$ cat src/verilog/fbc_pkg.sv
// package: constants of the fieldbus converter setup block
package fbc_pkg;
   // apb register byte offsets
   localparam logic [7:0] OFF_AXIS_CFG = 8'h00;
   localparam logic [7:0] OFF_AXIS_ACT = 8'h04;
   localparam logic [7:0] OFF_SWITCHES = 8'h08;
   localparam logic [7:0] OFF_STATUS = 8'h0c;
   localparam logic [7:0] OFF_IRQ_STAT = 8'h10;
   localparam logic [7:0] OFF_IRQ_MASK = 8'h14;
   localparam logic [7:0] OFF_CONTROL = 8'h18;
   // reset values
   localparam logic [15:0] AXIS_CFG_RST = 16'h0001;
   localparam logic [3:0] IRQ_MASK_RST = 4'h0;
   // link rate switch codes
   localparam logic [3:0] RATE_625K = 4'h7;
   localparam logic [3:0] RATE_BAD_MIN = 4'h8;
   // status / interrupt bit positions
   localparam int BIT_SW_ALARM = 0;
   localparam int BIT_FB_ERR = 1;
   localparam int BIT_SER_ERR = 2;
   localparam int BIT_UNCONF = 3;
   // control bit positions
   localparam int CTL_CONFIGURED = 0;
   // timing: 625 kbps link bit at 20 MHz, blink half period
   localparam int CLK_HZ = 20000000;
   localparam int LINK_BPS = 625000;
   localparam int LINK_BIT_CYC = CLK_HZ / LINK_BPS;
   localparam int BLINK_MS = 250;
   localparam int BLINK_CYC = CLK_HZ / 1000 * BLINK_MS;
endpackage

$ cat src/verilog/fbc_blinker.sv
// blink generator for the fieldbus error indicator
`timescale 1ns/1ps
module fbc_blinker
   import fbc_pkg::*;
#(
   parameter int HalfCyc = BLINK_CYC
) (
   // clock and reset
   input wire logic clk,
   input wire logic rst_n,
   // control and output
   input wire logic enable,
   output logic blinkOut
);
   logic [23:0] cnt_q;
   logic [23:0] cnt_d;
   logic phase_q;
   logic wrap;

   // counter wraps every half period while enabled
   assign wrap = (cnt_q == 24'(HalfCyc - 1));
   assign cnt_d = (!enable || wrap) ? 24'h000000 : cnt_q + 24'h000001;
   assign blinkOut = enable & phase_q;

   // phase toggles at each wrap, restarts lit
   always_ff @(posedge clk or negedge rst_n) begin
      if (!rst_n) begin
         cnt_q <= 24'h000000;
         phase_q <= 1'b1;
      end else begin
         cnt_q <= cnt_d;
         if (!enable) begin
            phase_q <= 1'b1;
         end else if (wrap) begin
            phase_q <= ~phase_q;
         end
      end
   end
endmodule

$ cat src/verilog/fbc_setup.sv
// top of the fieldbus converter setup: apb registers, switches, indicators
// Function
// sixteen per-axis link enables are held, axis 0 enabled and axes 1 to 15 disabled by default.
// changed link enables take effect only after the next power-up capture; reset reloads AXIS_CFG_RST before the capture, so edits never take effect.
// a rate switch value of 7 runs the driver link at 625 kbps, and 7 is the factory value.
// a rate switch value of 8 or higher at power-up raises the switch setting alarm.
// rate switch values 0 to 6 are unusable but raise no alarm.
// the node address comes from a tens and a units decimal switch, factory address 1.
// powering up unconfigured lights the alarm indicator.
// a fieldbus communication error blinks the red fieldbus error indicator.
// a driver-side communication failure lights the red serial error indicator.
// each driver must run at 625,000 bps and use an address whose link enable is set.
// only drivers whose captured link enable is set are served; the rest are ignored.
`timescale 1ns/1ps
module fbc_setup
   import fbc_pkg::*;
#(
   parameter int BlinkCyc = BLINK_CYC,
   parameter int Axes = 16
) (
   // clock and reset
   input wire logic clk,
   input wire logic rst_n,
   // apb slave
   input wire logic psel,
   input wire logic penable,
   input wire logic pwrite,
   input wire logic [7:0] paddr,
   input wire logic [31:0] pwdata,
   output logic [31:0] prdata,
   output logic pready,
   output logic pslverr,
   // switches
   input wire logic [3:0] linkRateSwitch,
   input wire logic [3:0] nodeAddrTensSwitch,
   input wire logic [3:0] nodeAddrUnitsSwitch,
   // link-side events and requests
   input wire logic fieldbusCommErr,
   input wire logic serialCommErr,
   input wire logic [3:0] serialReqAxis,
   input wire logic serialReqValid,
   // link-side results
   output logic serialReqGrant,
   output logic [6:0] nodeAddress,
   output logic linkRunning,
   output logic [7:0] linkBitCycles,
   // indicators and interrupt
   output logic alarmIndicator,
   output logic fieldbusErrorIndicator,
   output logic serialErrorIndicator,
   output logic serialActivityIndicator,
   output logic irq
);
   // register state
   logic [15:0] axisCfg_q;
   logic [15:0] axisAct_q;
   logic [3:0] rate_q;
   logic swAlarm_q;
   logic configured_q;
   logic [3:0] irqStat_q;
   logic [3:0] irqStat_d;
   logic [3:0] irqMask_q;
   logic captured_q;
   logic serErr_q;
   logic [31:0] prdata_q;
   logic [6:0] nodeAddr_q;
   logic grant_q;

   // decoded bus strobes
   logic acc;
   logic wrEn;
   logic rdEn;
   logic mapped;
   logic selAxisCfg;
   logic selAxisAct;
   logic selSwitches;
   logic selStatus;
   logic selIrqStat;
   logic selIrqMask;
   logic selControl;
   logic [3:0] events;
   logic [3:0] statusLive;
   logic [31:0] rdMux;

   // two decimal digits to binary, clipping non-decimal digits to 9
   function automatic logic [6:0] decAddr(input logic [3:0] tens, input logic [3:0] units);
      logic [3:0] t;
      logic [3:0] u;
      t = (tens > 4'h9) ? 4'h9 : tens;
      u = (units > 4'h9) ? 4'h9 : units;
      // widen before the product so tens of 2 and above do not wrap in four bits
      return (7'(t) * 7'h0a) + 7'(u);
   endfunction

   // apb decode: zero wait states, unmapped offsets answer with an error
   assign acc = psel & penable;
   assign wrEn = acc & pwrite;
   assign rdEn = acc & ~pwrite;

   // one select per mapped offset
   assign selAxisCfg = (paddr == OFF_AXIS_CFG);
   assign selAxisAct = (paddr == OFF_AXIS_ACT);
   assign selSwitches = (paddr == OFF_SWITCHES);
   assign selStatus = (paddr == OFF_STATUS);
   assign selIrqStat = (paddr == OFF_IRQ_STAT);
   assign selIrqMask = (paddr == OFF_IRQ_MASK);
   assign selControl = (paddr == OFF_CONTROL);
   assign mapped = selAxisCfg | selAxisAct | selSwitches | selStatus |
                   selIrqStat | selIrqMask | selControl;

   // bus answer
   assign pready = 1'b1;
   assign pslverr = acc & ~mapped;
   assign prdata = prdata_q;

   // live status bits: switch alarm, fieldbus error, serial error, unconfigured
   assign statusLive = {~configured_q, serErr_q, fieldbusCommErr, swAlarm_q};

   // read data selection
   always_comb begin
      rdMux = 32'h00000000;
      unique case (paddr)
         OFF_AXIS_CFG: rdMux = {16'h0000, axisCfg_q};
         OFF_AXIS_ACT: rdMux = {16'h0000, axisAct_q};
         OFF_SWITCHES: rdMux = {17'h00000, nodeAddr_q, 4'h0, rate_q};
         OFF_STATUS: rdMux = {28'h0000000, statusLive};
         OFF_IRQ_STAT: rdMux = {28'h0000000, irqStat_q};
         OFF_IRQ_MASK: rdMux = {28'h0000000, irqMask_q};
         OFF_CONTROL: rdMux = {31'h00000000, configured_q};
         default: rdMux = 32'h00000000;
      endcase
   end

   // read data is registered at the setup cycle so it is stable in the access phase
   always_ff @(posedge clk or negedge rst_n) begin
      if (!rst_n) begin
         prdata_q <= 32'h00000000;
      end else if (psel && !penable) begin
         prdata_q <= rdMux;
      end
   end

   // stored link enables, written by software, survive until the next power-up
   always_ff @(posedge clk or negedge rst_n) begin
      if (!rst_n) begin
         axisCfg_q <= AXIS_CFG_RST;
         irqMask_q <= IRQ_MASK_RST;
         configured_q <= 1'b0;
      end else if (wrEn) begin
         if (paddr == OFF_AXIS_CFG) begin
            axisCfg_q <= pwdata[15:0];
         end
         if (paddr == OFF_IRQ_MASK) begin
            irqMask_q <= pwdata[3:0];
         end
         if (paddr == OFF_CONTROL) begin
            configured_q <= pwdata[CTL_CONFIGURED];
         end
      end
   end

   // power-up capture, one clock after reset release; later edits are lost, as reset reloads the default before it
   always_ff @(posedge clk or negedge rst_n) begin
      if (!rst_n) begin
         captured_q <= 1'b0;
         axisAct_q <= 16'h0000;
         rate_q <= 4'h0;
         swAlarm_q <= 1'b0;
         nodeAddr_q <= 7'h00;
      end else if (!captured_q) begin
         captured_q <= 1'b1;
         axisAct_q <= axisCfg_q;
         rate_q <= linkRateSwitch;
         swAlarm_q <= (linkRateSwitch >= RATE_BAD_MIN);
         nodeAddr_q <= decAddr(nodeAddrTensSwitch, nodeAddrUnitsSwitch);
      end
   end

   // link runs only at the supported rate code and only after capture
   assign linkRunning = captured_q & (rate_q == RATE_625K);
   assign linkBitCycles = 8'(LINK_BIT_CYC);
   assign nodeAddress = nodeAddr_q;

   // serve only enabled axes, registered grant
   always_ff @(posedge clk or negedge rst_n) begin
      if (!rst_n) begin
         grant_q <= 1'b0;
      end else begin
         grant_q <= serialReqValid & linkRunning & axisAct_q[serialReqAxis];
      end
   end
   assign serialReqGrant = grant_q;

   // serial error latches until the next power-up
   always_ff @(posedge clk or negedge rst_n) begin
      if (!rst_n) begin
         serErr_q <= 1'b0;
      end else if (serialCommErr) begin
         serErr_q <= 1'b1;
      end
   end

   // sticky events, cleared by reading the interrupt status register; a new event wins
   assign events = statusLive;
   assign irqStat_d = ((rdEn && paddr == OFF_IRQ_STAT) ? 4'h0 : irqStat_q) | events;
   always_ff @(posedge clk or negedge rst_n) begin
      if (!rst_n) begin
         irqStat_q <= 4'h0;
      end else begin
         irqStat_q <= irqStat_d;
      end
   end
   assign irq = |(irqStat_q & irqMask_q);

   // indicators
   assign alarmIndicator = swAlarm_q | ~configured_q;
   assign serialErrorIndicator = serErr_q;
   assign serialActivityIndicator = grant_q;

   // fieldbus error indicator blinks while an error is present
   fbc_blinker #(
      .HalfCyc(BlinkCyc)
   ) u_blink (
      .clk(clk),
      .rst_n(rst_n),
      .enable(fieldbusCommErr),
      .blinkOut(fieldbusErrorIndicator)
   );

   // checks
   chk_axis_reset: assert property (@(posedge clk) $rose(rst_n) |-> axisCfg_q == AXIS_CFG_RST)
      else $error("axis enables not at reset default");
   chk_enable_hold: assert property (@(posedge clk) disable iff (!rst_n)
      captured_q && $past(captured_q) |-> $stable(axisAct_q))
      else $error("active axis enables changed without power-up");
   chk_rate_run: assert property (@(posedge clk) disable iff (!rst_n)
      captured_q |-> linkRunning == (rate_q == 4'h7))
      else $error("link run state does not follow rate code");
   chk_rate_alarm: assert property (@(posedge clk) disable iff (!rst_n)
      captured_q |-> swAlarm_q == (rate_q >= 4'h8))
      else $error("switch alarm does not follow rate code");
   chk_low_noalarm: assert property (@(posedge clk) disable iff (!rst_n)
      captured_q && rate_q <= 4'h6 |-> !swAlarm_q)
      else $error("alarm raised for low rate code");
   chk_unconf_alarm: assert property (@(posedge clk) disable iff (!rst_n)
      !configured_q |-> alarmIndicator)
      else $error("alarm dark while unconfigured");
   chk_fb_blink: assert property (@(posedge clk) disable iff (!rst_n)
      !fieldbusCommErr |-> !fieldbusErrorIndicator)
      else $error("fieldbus error lit without error");
   chk_ser_err: assert property (@(posedge clk) disable iff (!rst_n)
      serialCommErr |=> serialErrorIndicator)
      else $error("serial error not lit");
   chk_grant_enabled: assert property (@(posedge clk) disable iff (!rst_n)
      serialReqValid && !axisAct_q[serialReqAxis] |=> !serialReqGrant)
      else $error("disabled axis served");

   // the bus never inserts wait states
   chk_ready_high: assert property (@(posedge clk) disable iff (!rst_n)
      pready)
      else $error("pready low");

   // unmapped offsets are refused in the access phase
   chk_err_unmapped: assert property (@(posedge clk) disable iff (!rst_n)
      acc && !mapped |-> pslverr)
      else $error("unmapped access not refused");

   // mapped offsets never answer with an error
   chk_err_mapped: assert property (@(posedge clk) disable iff (!rst_n)
      acc && mapped |-> !pslverr)
      else $error("mapped access refused");

   // an unmasked cause raises the interrupt on the next edge
   chk_irq_raise: assert property (@(posedge clk) disable iff (!rst_n)
      (events & irqMask_q) != 4'h0 && !wrEn |=> irq)
      else $error("interrupt not raised");

   // a cleared mask keeps the interrupt low
   chk_irq_quiet: assert property (@(posedge clk) disable iff (!rst_n)
      irqMask_q == 4'h0 |-> !irq)
      else $error("interrupt raised while masked");

   // status bits stay set until the interrupt status register is read
   chk_stat_keep: assert property (@(posedge clk) disable iff (!rst_n)
      !(rdEn && selIrqStat) |=> (irqStat_q & $past(irqStat_q)) == $past(irqStat_q))
      else $error("sticky status lost without a read");

   // a read with no live cause clears the sticky status
   chk_stat_clear: assert property (@(posedge clk) disable iff (!rst_n)
      rdEn && selIrqStat && events == 4'h0 |=> irqStat_q == 4'h0)
      else $error("sticky status not cleared by read");

   // every live cause lands in the sticky status, also during a clearing read
   chk_stat_set: assert property (@(posedge clk) disable iff (!rst_n)
      events != 4'h0 |=> (irqStat_q & $past(events)) == $past(events))
      else $error("event not recorded");

   // mask write lands at the access edge
   chk_mask_write: assert property (@(posedge clk) disable iff (!rst_n)
      wrEn && selIrqMask |=> irqMask_q == $past(pwdata[3:0]))
      else $error("mask write lost");

   // link enable write lands at the access edge
   chk_cfg_write: assert property (@(posedge clk) disable iff (!rst_n)
      wrEn && selAxisCfg |=> axisCfg_q == $past(pwdata[15:0]))
      else $error("link enable write lost");

   // capture happens once per power-up
   chk_capture_stay: assert property (@(posedge clk) disable iff (!rst_n)
      captured_q |=> captured_q)
      else $error("capture repeated");

   // the capture copies the stored enables
   chk_capture_copy: assert property (@(posedge clk) disable iff (!rst_n)
      !captured_q |=> axisAct_q == $past(axisCfg_q))
      else $error("capture did not copy enables");

   // node address stays within two decimal digits
   chk_node_range: assert property (@(posedge clk) disable iff (!rst_n)
      captured_q |-> nodeAddr_q <= 7'd99)
      else $error("node address out of range");

   // a bad rate code keeps the alarm lit
   chk_rate_lit: assert property (@(posedge clk) disable iff (!rst_n)
      swAlarm_q |-> alarmIndicator)
      else $error("alarm dark with bad rate code");

   // no grant while the link is stopped
   chk_grant_link: assert property (@(posedge clk) disable iff (!rst_n)
      !linkRunning |=> !serialReqGrant)
      else $error("grant while link stopped");

   // an enabled axis on a running link is served
   chk_grant_served: assert property (@(posedge clk) disable iff (!rst_n)
      serialReqValid && linkRunning && axisAct_q[serialReqAxis] |=> serialReqGrant)
      else $error("enabled axis not served");

   // the fieldbus error indicator starts lit
   chk_fb_first: assert property (@(posedge clk) disable iff (!rst_n)
      $rose(fieldbusCommErr) |-> fieldbusErrorIndicator)
      else $error("fieldbus error indicator not lit at error start");

   // the serial error indicator holds until reset
   chk_ser_sticky: assert property (@(posedge clk) disable iff (!rst_n)
      serialErrorIndicator |=> serialErrorIndicator)
      else $error("serial error indicator dropped");
endmodule

$ cat config.mk
export PLATFORM = sky130hd
export DESIGN_NAME = fbc_setup
export DESIGN_NICKNAME = d
export VERILOG_FILES = /design/src/verilog/fbc_pkg.sv /design/src/verilog/fbc_blinker.sv /design/src/verilog/fbc_setup.sv
export SDC_FILE = /design/constraint.sdc
export NUM_CORES = 1
export LEC_CHECK = 0
export BUFFER_PORTS_ARGS = -buffer_cell sky130_fd_sc_hd__buf_4
export CAP_MARGIN = 5
export CORE_MARGIN = 3
export CORE_UTILIZATION = 30
export CTS_BUF_LIST = sky130_fd_sc_hd__clkbuf_8
export DETAILED_ROUTE_END_ITERATION = 12
export SYNTH_ARGS = -nofsm -noshare
export SYNTH_HDL_FRONTEND = slang
export SYNTH_SLANG_ARGS = --single-unit
$ cat constraint.sdc
create_clock -name clk -period 1.8 [get_ports clk]
set_input_delay 0.18 -clock clk [delete_from_list [all_inputs] [get_ports clk]]
set_output_delay 0.18 -clock clk [all_outputs]
set_load 0.1 [all_outputs]
; ---- Word level (Yosys, flattened, before mapping)
; Index checks and enable logic that the tools add are counted.
[classes]
addsub = 2
multipliers = 1
div = 0
magnitude_cmp = 4
eq_ne = 9
shifts = 0
n_mux = 9
n_bitwise = 21
n_reduce_logical = 10
[op_table]
columns = cell, count
row1 = $pmux 16 s7, 1
row2 = $add 24x1->24 const B, 1
row3 = $eq 24x23->1 const B, 1
row4 = $eq 8x5->1 const B, 3
row5 = $mux 24, 1
row6 = $eq 8x4->1 const B, 2
row7 = $mux 4, 3
row8 = $and 1x1->1, 8
row9 = $eq 8x3->1 const B, 1
row10 = $gt 4x4->1 const B, 2
row11 = $logic_not 8->1, 1
row12 = $add 7x4->7, 1
row13 = $or 1x1->1, 7
row14 = $mul 4x3->6 const B, 1
row15 = $reduce_and 2->1, 3
row16 = $lt 4x5->1 const B, 1
row17 = $and 4x4->4, 1
row18 = $bmux 1 s4, 1
row19 = $eq 4x3->1 const B, 1
row20 = $ge 4x4->1 const B, 1
row21 = $not 1->1, 4
row22 = $or 4x4->4, 1
row23 = $reduce_or 4->1, 1
row24 = $mux 1, 3
row25 = 4 further kinds, 6
[totals]
reg_bits = 113
latch_bits = 0
mem_bits_rw = 0
romBits = 0
n_memories = 0

; ---- Logic depth before layout (Yosys ltp)
[logic_depth]
ltp_word = 9
ltp_mapped = 9

; ---- By module
; From an unflattened synthesis, not the netlist that was laid out.
[hier_totals]
hier_cells = 455
area_unflattened_um2 = 5134.9
[modules_own_cells]
columns = mod, n_inst, cells_per_inst, area_per_inst_um2, seq_area_each_um2
row1 = fbc_setup, 1, 321, 3787.4, 1803.0
row2 = fbc_blinker, 1, 134, 1347.5, 626.9

; ---- Worst setup path before layout
; OpenSTA, ideal clock, no wires.
[synth_timing]
kind = register to register
start = reg captured_q
end = reg grant_q (netlist: serialActivityIndicator)
setup_ns = 0.074
arrival_ns = 2.247
t_required_ns = 1.726
setup_slack_ns = -0.520
stages_incl_launch_ff = 5
path_buffers = 1
period_less_slack_ns = 2.320
cell_sequence = dfrtp_1 > clkbuf_1 > nand4_1 > nor2_1 > and3_1
[synth_between]
elab_chain_len = 3
[synth_lines]
columns = item, line_no
row1 = "start, declared", fbc_setup.sv:63  ; logic captured_q;
row2 = "start signal, assigned", fbc_setup.sv:165  ; captured_q <= 1'b0;
row3 = "start signal, assigned", fbc_setup.sv:171  ; captured_q <= 1'b1;
row4 = $and 1x1->1, fbc_setup.sv:180  ; assign linkRunning = captured_q & (rate_q == RATE_625K);
row5 = net linkRunning, fbc_setup.sv:45  ; output logic linkRunning,
row6 = $and 1x1->1 (2 in a row), fbc_setup.sv:189  ; grant_q <= serialReqValid & linkRunning & axisAct_q[serialReqAxis];
row7 = "end signal, assigned", fbc_setup.sv:189
row8 = "end, declared", fbc_setup.sv:67  ; logic grant_q;
; The timed path passes the listed nets, and every way through them passes these cells.
; A chain may end at the register's enable or synchronous reset.

; ---- Final worst setup path
[layout_timing]
start = reg u_blink.cnt_q[2]
end = reg u_blink.phase_q
[layout_between]
elab_chain_len = 2
[layout_lines]
columns = item, line_no
row1 = "start, declared", fbc_blinker.sv:15  ; logic [23:0] cnt_q;
row2 = "start signal, assigned", fbc_blinker.sv:31  ; cnt_q <= cnt_d;
row3 = $eq 24x23->1, fbc_blinker.sv:21  ; assign wrap = (cnt_q == 24'(HalfCyc - 1));
row4 = $ne 2x1->1 (no source line), --
row5 = "end signal, assigned", fbc_blinker.sv:35  ; phase_q <= ~phase_q;
row6 = "end, declared", fbc_blinker.sv:17  ; logic phase_q;
; Every way passes these cells.

==> out/results.ini <==
[synth]
synth.ff_latch_count = 97
postSynth.asyncResetShare_pct = 100
yosys_warnings = 0
ys_types = 54
ys.flop_type = dfrtp_1
synth_mux_area_share_pct = 14.2
synth-compound-area-share_pct = 7.24
synth_edf_count = 0
syn-cell-area_um2 = 4980
synth-xor-area-share_pct = 4.92
synth_top_family_by_area = simple AND/OR/NAND/NOR gates
ys_seq_area_share_pct = 48.8
syn_area_per_cell_um2 = 11.0
synth-simple-area-share_pct = 16.1
synthCells = 453
synth_fa_ha_area_share_pct = 2.31

[place]
place_congestion = 0.870
placed_cell_area_um2 = 5950
hpwl_um = 9460
place_inst = 764
port_buffers = 78

[sta]
maxSlewViolCount = 0
finalSetupTns_ns = 0
tightest_slew_ns = 0.584
hold_slack_ns = 0.0265
setup-violations-final = 0
fin_crit_sh_pct = 96.4
rsz0062_at_grt = true
skew_ns = 0.0115
slew_headroom_pct = 61.1
min_period_ns = 1.73
hold_viol = 0
max_freq_mhz = 577

[critical_path]
endpoint = u_blink.phase_q
cp_max_fo = 5
crit_type = flip-flop to flip-flop
r2r_start = u_blink.cnt_q[2]
crit_path_end_kind = flip-flop
startpoint = u_blink.cnt_q[2]
crit_path_start_kind = flip-flop
r2r_slack_ns = 0.07
worstPathRequired_ns = 2.11
r2r_end = u_blink.phase_q
r2r_cells = 6
crit_arrival_ns = 2.04

[cells_and_area]
antenna-diode-count = 0
final_cells = 789
nets = 640
area_delta_synth_final_pct = 26.9
post-route-cell-area_um2 = 6320
seq_area_um2 = 2430
fill_cells = 1555
multiInputGateArea_um2 = 2370
final_layout_size_suffix_gt1_share_pct = 32.8

[power]
ir_worst_vdd_v = 0.000391
leakage_nw = 2.97
pwr_density_cell_nw_per_um2 = 801

[drt]
drc = 0
routedWlPerCell_um = 15.8
ant_nets = 0
drtIter0Drc = 123
num_vias = 3727
vias_per_cell = 4.72
finalWirelength_um = 12400
first_pass_iters = 4

[floorplanning]
fp.dieArea_um2 = 18200
initial_core_util_pct = 31.0
dieWidth_um = 135
num_io_pins = 120
die_h_um = 135
fp-row-count = 46
coreArea_um2 = 16100

[grt]
grt_usage_pct = 14.2
grt_first_pass_wirelength_um = 20200
grt_max_degree = 43
antenna_found_initial = 0
grt_pass1_vias = 3926
overflow = 0

[clocking]
htree_levels = 3
cts_tree = yes
clk_latency_ns = 0.38
path_clk_slew_ns = 0.09
cts_sinks = 97
cts-buffers-inserted = 9
root_buffer = clkbuf_8
clock_path_buffers = 2

[run]
maxCapViolCount = 0

[outcome]
status = finished, final reports clean

[worst_hold_path]
hp-class = input port to flip-flop

Yosys cell counts (2+ instances only):
cell	number	area, um2
a21o_1	4	30.0
nand3_1	13	65.1
conb_1	2	7.51
ha_1	6	75.1
nor3_1	6	30.0
or4_4	2	22.5
nor4_1	4	25.0
a21oi_1	4	20.0
mux4_2	5	113
a22o_1	7	61.3
xor2_1	20	175
fa_1	2	40.0
mux2_1	10	113
nand2_1	47	176
o211ai_1	2	15.0
clkbuf_1	9	33.8
buf_2	3	15.0
nand3b_1	2	15.0
a22oi_1	8	60.1
nor4b_1	2	17.5
buf_6	3	33.8
nand2b_1	7	43.8
and3_1	4	25.0
mux2i_1	11	110
xnor2_1	8	70.1
nor2b_1	7	43.8
o21ai_1	2	10.0
buf_4	26	195
dfstp_2	2	52.6
buf_1	2	7.51
o21ai_0	26	130
nand4_1	8	50.1
mux2_2	33	372
nor4_2	2	25.0
dfrtp_1	95	2380
nor2_1	34	128
or2_2	2	12.5
inv_1	7	26.3
sequential cells by signal, indices dropped and copies added, names as in the netlist:
register / count
axisCfg_q: 16
irqMask_q: 4
irqStat_q: 4
u_blink.phase_q: 1
prdata: 16
rate_q: 4
serialActivityIndicator: 1
captured_q: 1
serialErrorIndicator: 1
nodeAddress: 7
axisAct_q: 16
configured_q: 1
u_blink.cnt_q: 24
swAlarm_q: 1
power breakdown:
part	leakage, nW	internal, mW	switching (mW)
Clock	0.124	0.954	0.770
Sequential	1.28	2.24	0.0561
Combinational	1.56	0.286	0.757
Total	2.97	3.48	1.58
layout make-up:
class	count	area share, %
clock inverters	6	1.68
clock buffers	10	2.18
multi-input cells	331	37.6
repair buffers	122	15.4
flip-flops and latches	97	38.5
inverters	7	0.416
well taps	216	4.28
layer usage:
metal / vias to the layer above / wire length, um / GRT usage [%]
met5: - / 0 / 0
met2: 98 / 6000 / 23.1
li1: 1761 / - / -
met1: 1849 / 5380 / 17.4
met4: 0 / 339 / 7.01
met3: 19 / 723 / 3.91
worst min path at each step:
stage	cells past startpoint	startpoint	to	slack (ns)
after floorplan	0	rst_n	axisAct_q[0]	-0.12
after global placement	1	rst_n	axisCfg_q[11]	0.22
after detailed placement	1	rst_n	axisCfg_q[11]	0.22
after CTS	2	pwdata[7]	axisCfg_q[7]	0.008
after global routing	2	pwdata[7]	axisCfg_q[7]	0.01
final	2	pwdata[7]	axisCfg_q[7]	0.03
per-stage QoR:
| stage | utilization (%) | power [mW] | worst slack, ns |
|---|---|---|---|
| after detailed placement | 37.1 | 3.37 | -0.325 |
| after floorplan | - | 3.09 | -0.0293 |
| after global routing | 39.3 | 5.26 | -0.0327 |
| final | 39.3 | 5.06 | 0.0654 |
| after global placement | 37.1 | 3.35 | -0.248 |
| after CTS | 39.2 | 5.12 | 0.00794 |
cells in the final DEF, fill, tap and decap left out, types with 4 or more instances in the layout:
| master | instances |
|---|---|
| buf_4 | 111 |
| dfrtp_1 | 95 |
| nand2_1 | 47 |
| mux2_2 | 33 |
| nor2_1 | 32 |
| conb_1 | 27 |
| o21ai_0 | 25 |
| xor2_1 | 20 |
| nand3_1 | 13 |
| mux2i_1 | 11 |
| mux2_1 | 10 |
| clkbuf_8 | 10 |
| inv_1 | 8 |
| nand4_1 | 8 |
| xnor2_1 | 8 |
| a22oi_1 | 8 |
| dlygate4sd3_1 | 8 |
| nor2b_1 | 7 |
| nand2b_1 | 7 |
| a22o_1 | 7 |
| nor3_1 | 6 |
| ha_1 | 6 |
| mux4_2 | 5 |
| a21o_1 | 4 |
| a21oi_1 | 4 |
cells by family after synthesis:
kind of cell | count (synthesis)
other | 2
adder cells (fa/ha/maj) | 8
AO/OA/AOI/OAI | 57
flip-flops | 97
buffers and inverters | 50
XOR/XNOR | 28
AND/OR/NAND/NOR | 152
multiplexers | 59
worst max-delay path, cell delays in order (launching register included):
cell and delay, ns:
dfrtp_1 0.42, and3_4 0.21, nand3_2 0.09, or4_4 0.60
buf_4 0.16, xor2_1 0.12, nand2_1 0.06
repair_timing:
item,4_1_cts,5_1_grt
hold endpoints to repair,47,0
endpoints found under the setup margin,24,25
buffers inserted,0,1
resized for setup,2,4
pin swaps,0,2
hold buffers,8,0
(Power assumes the default switching activity.)
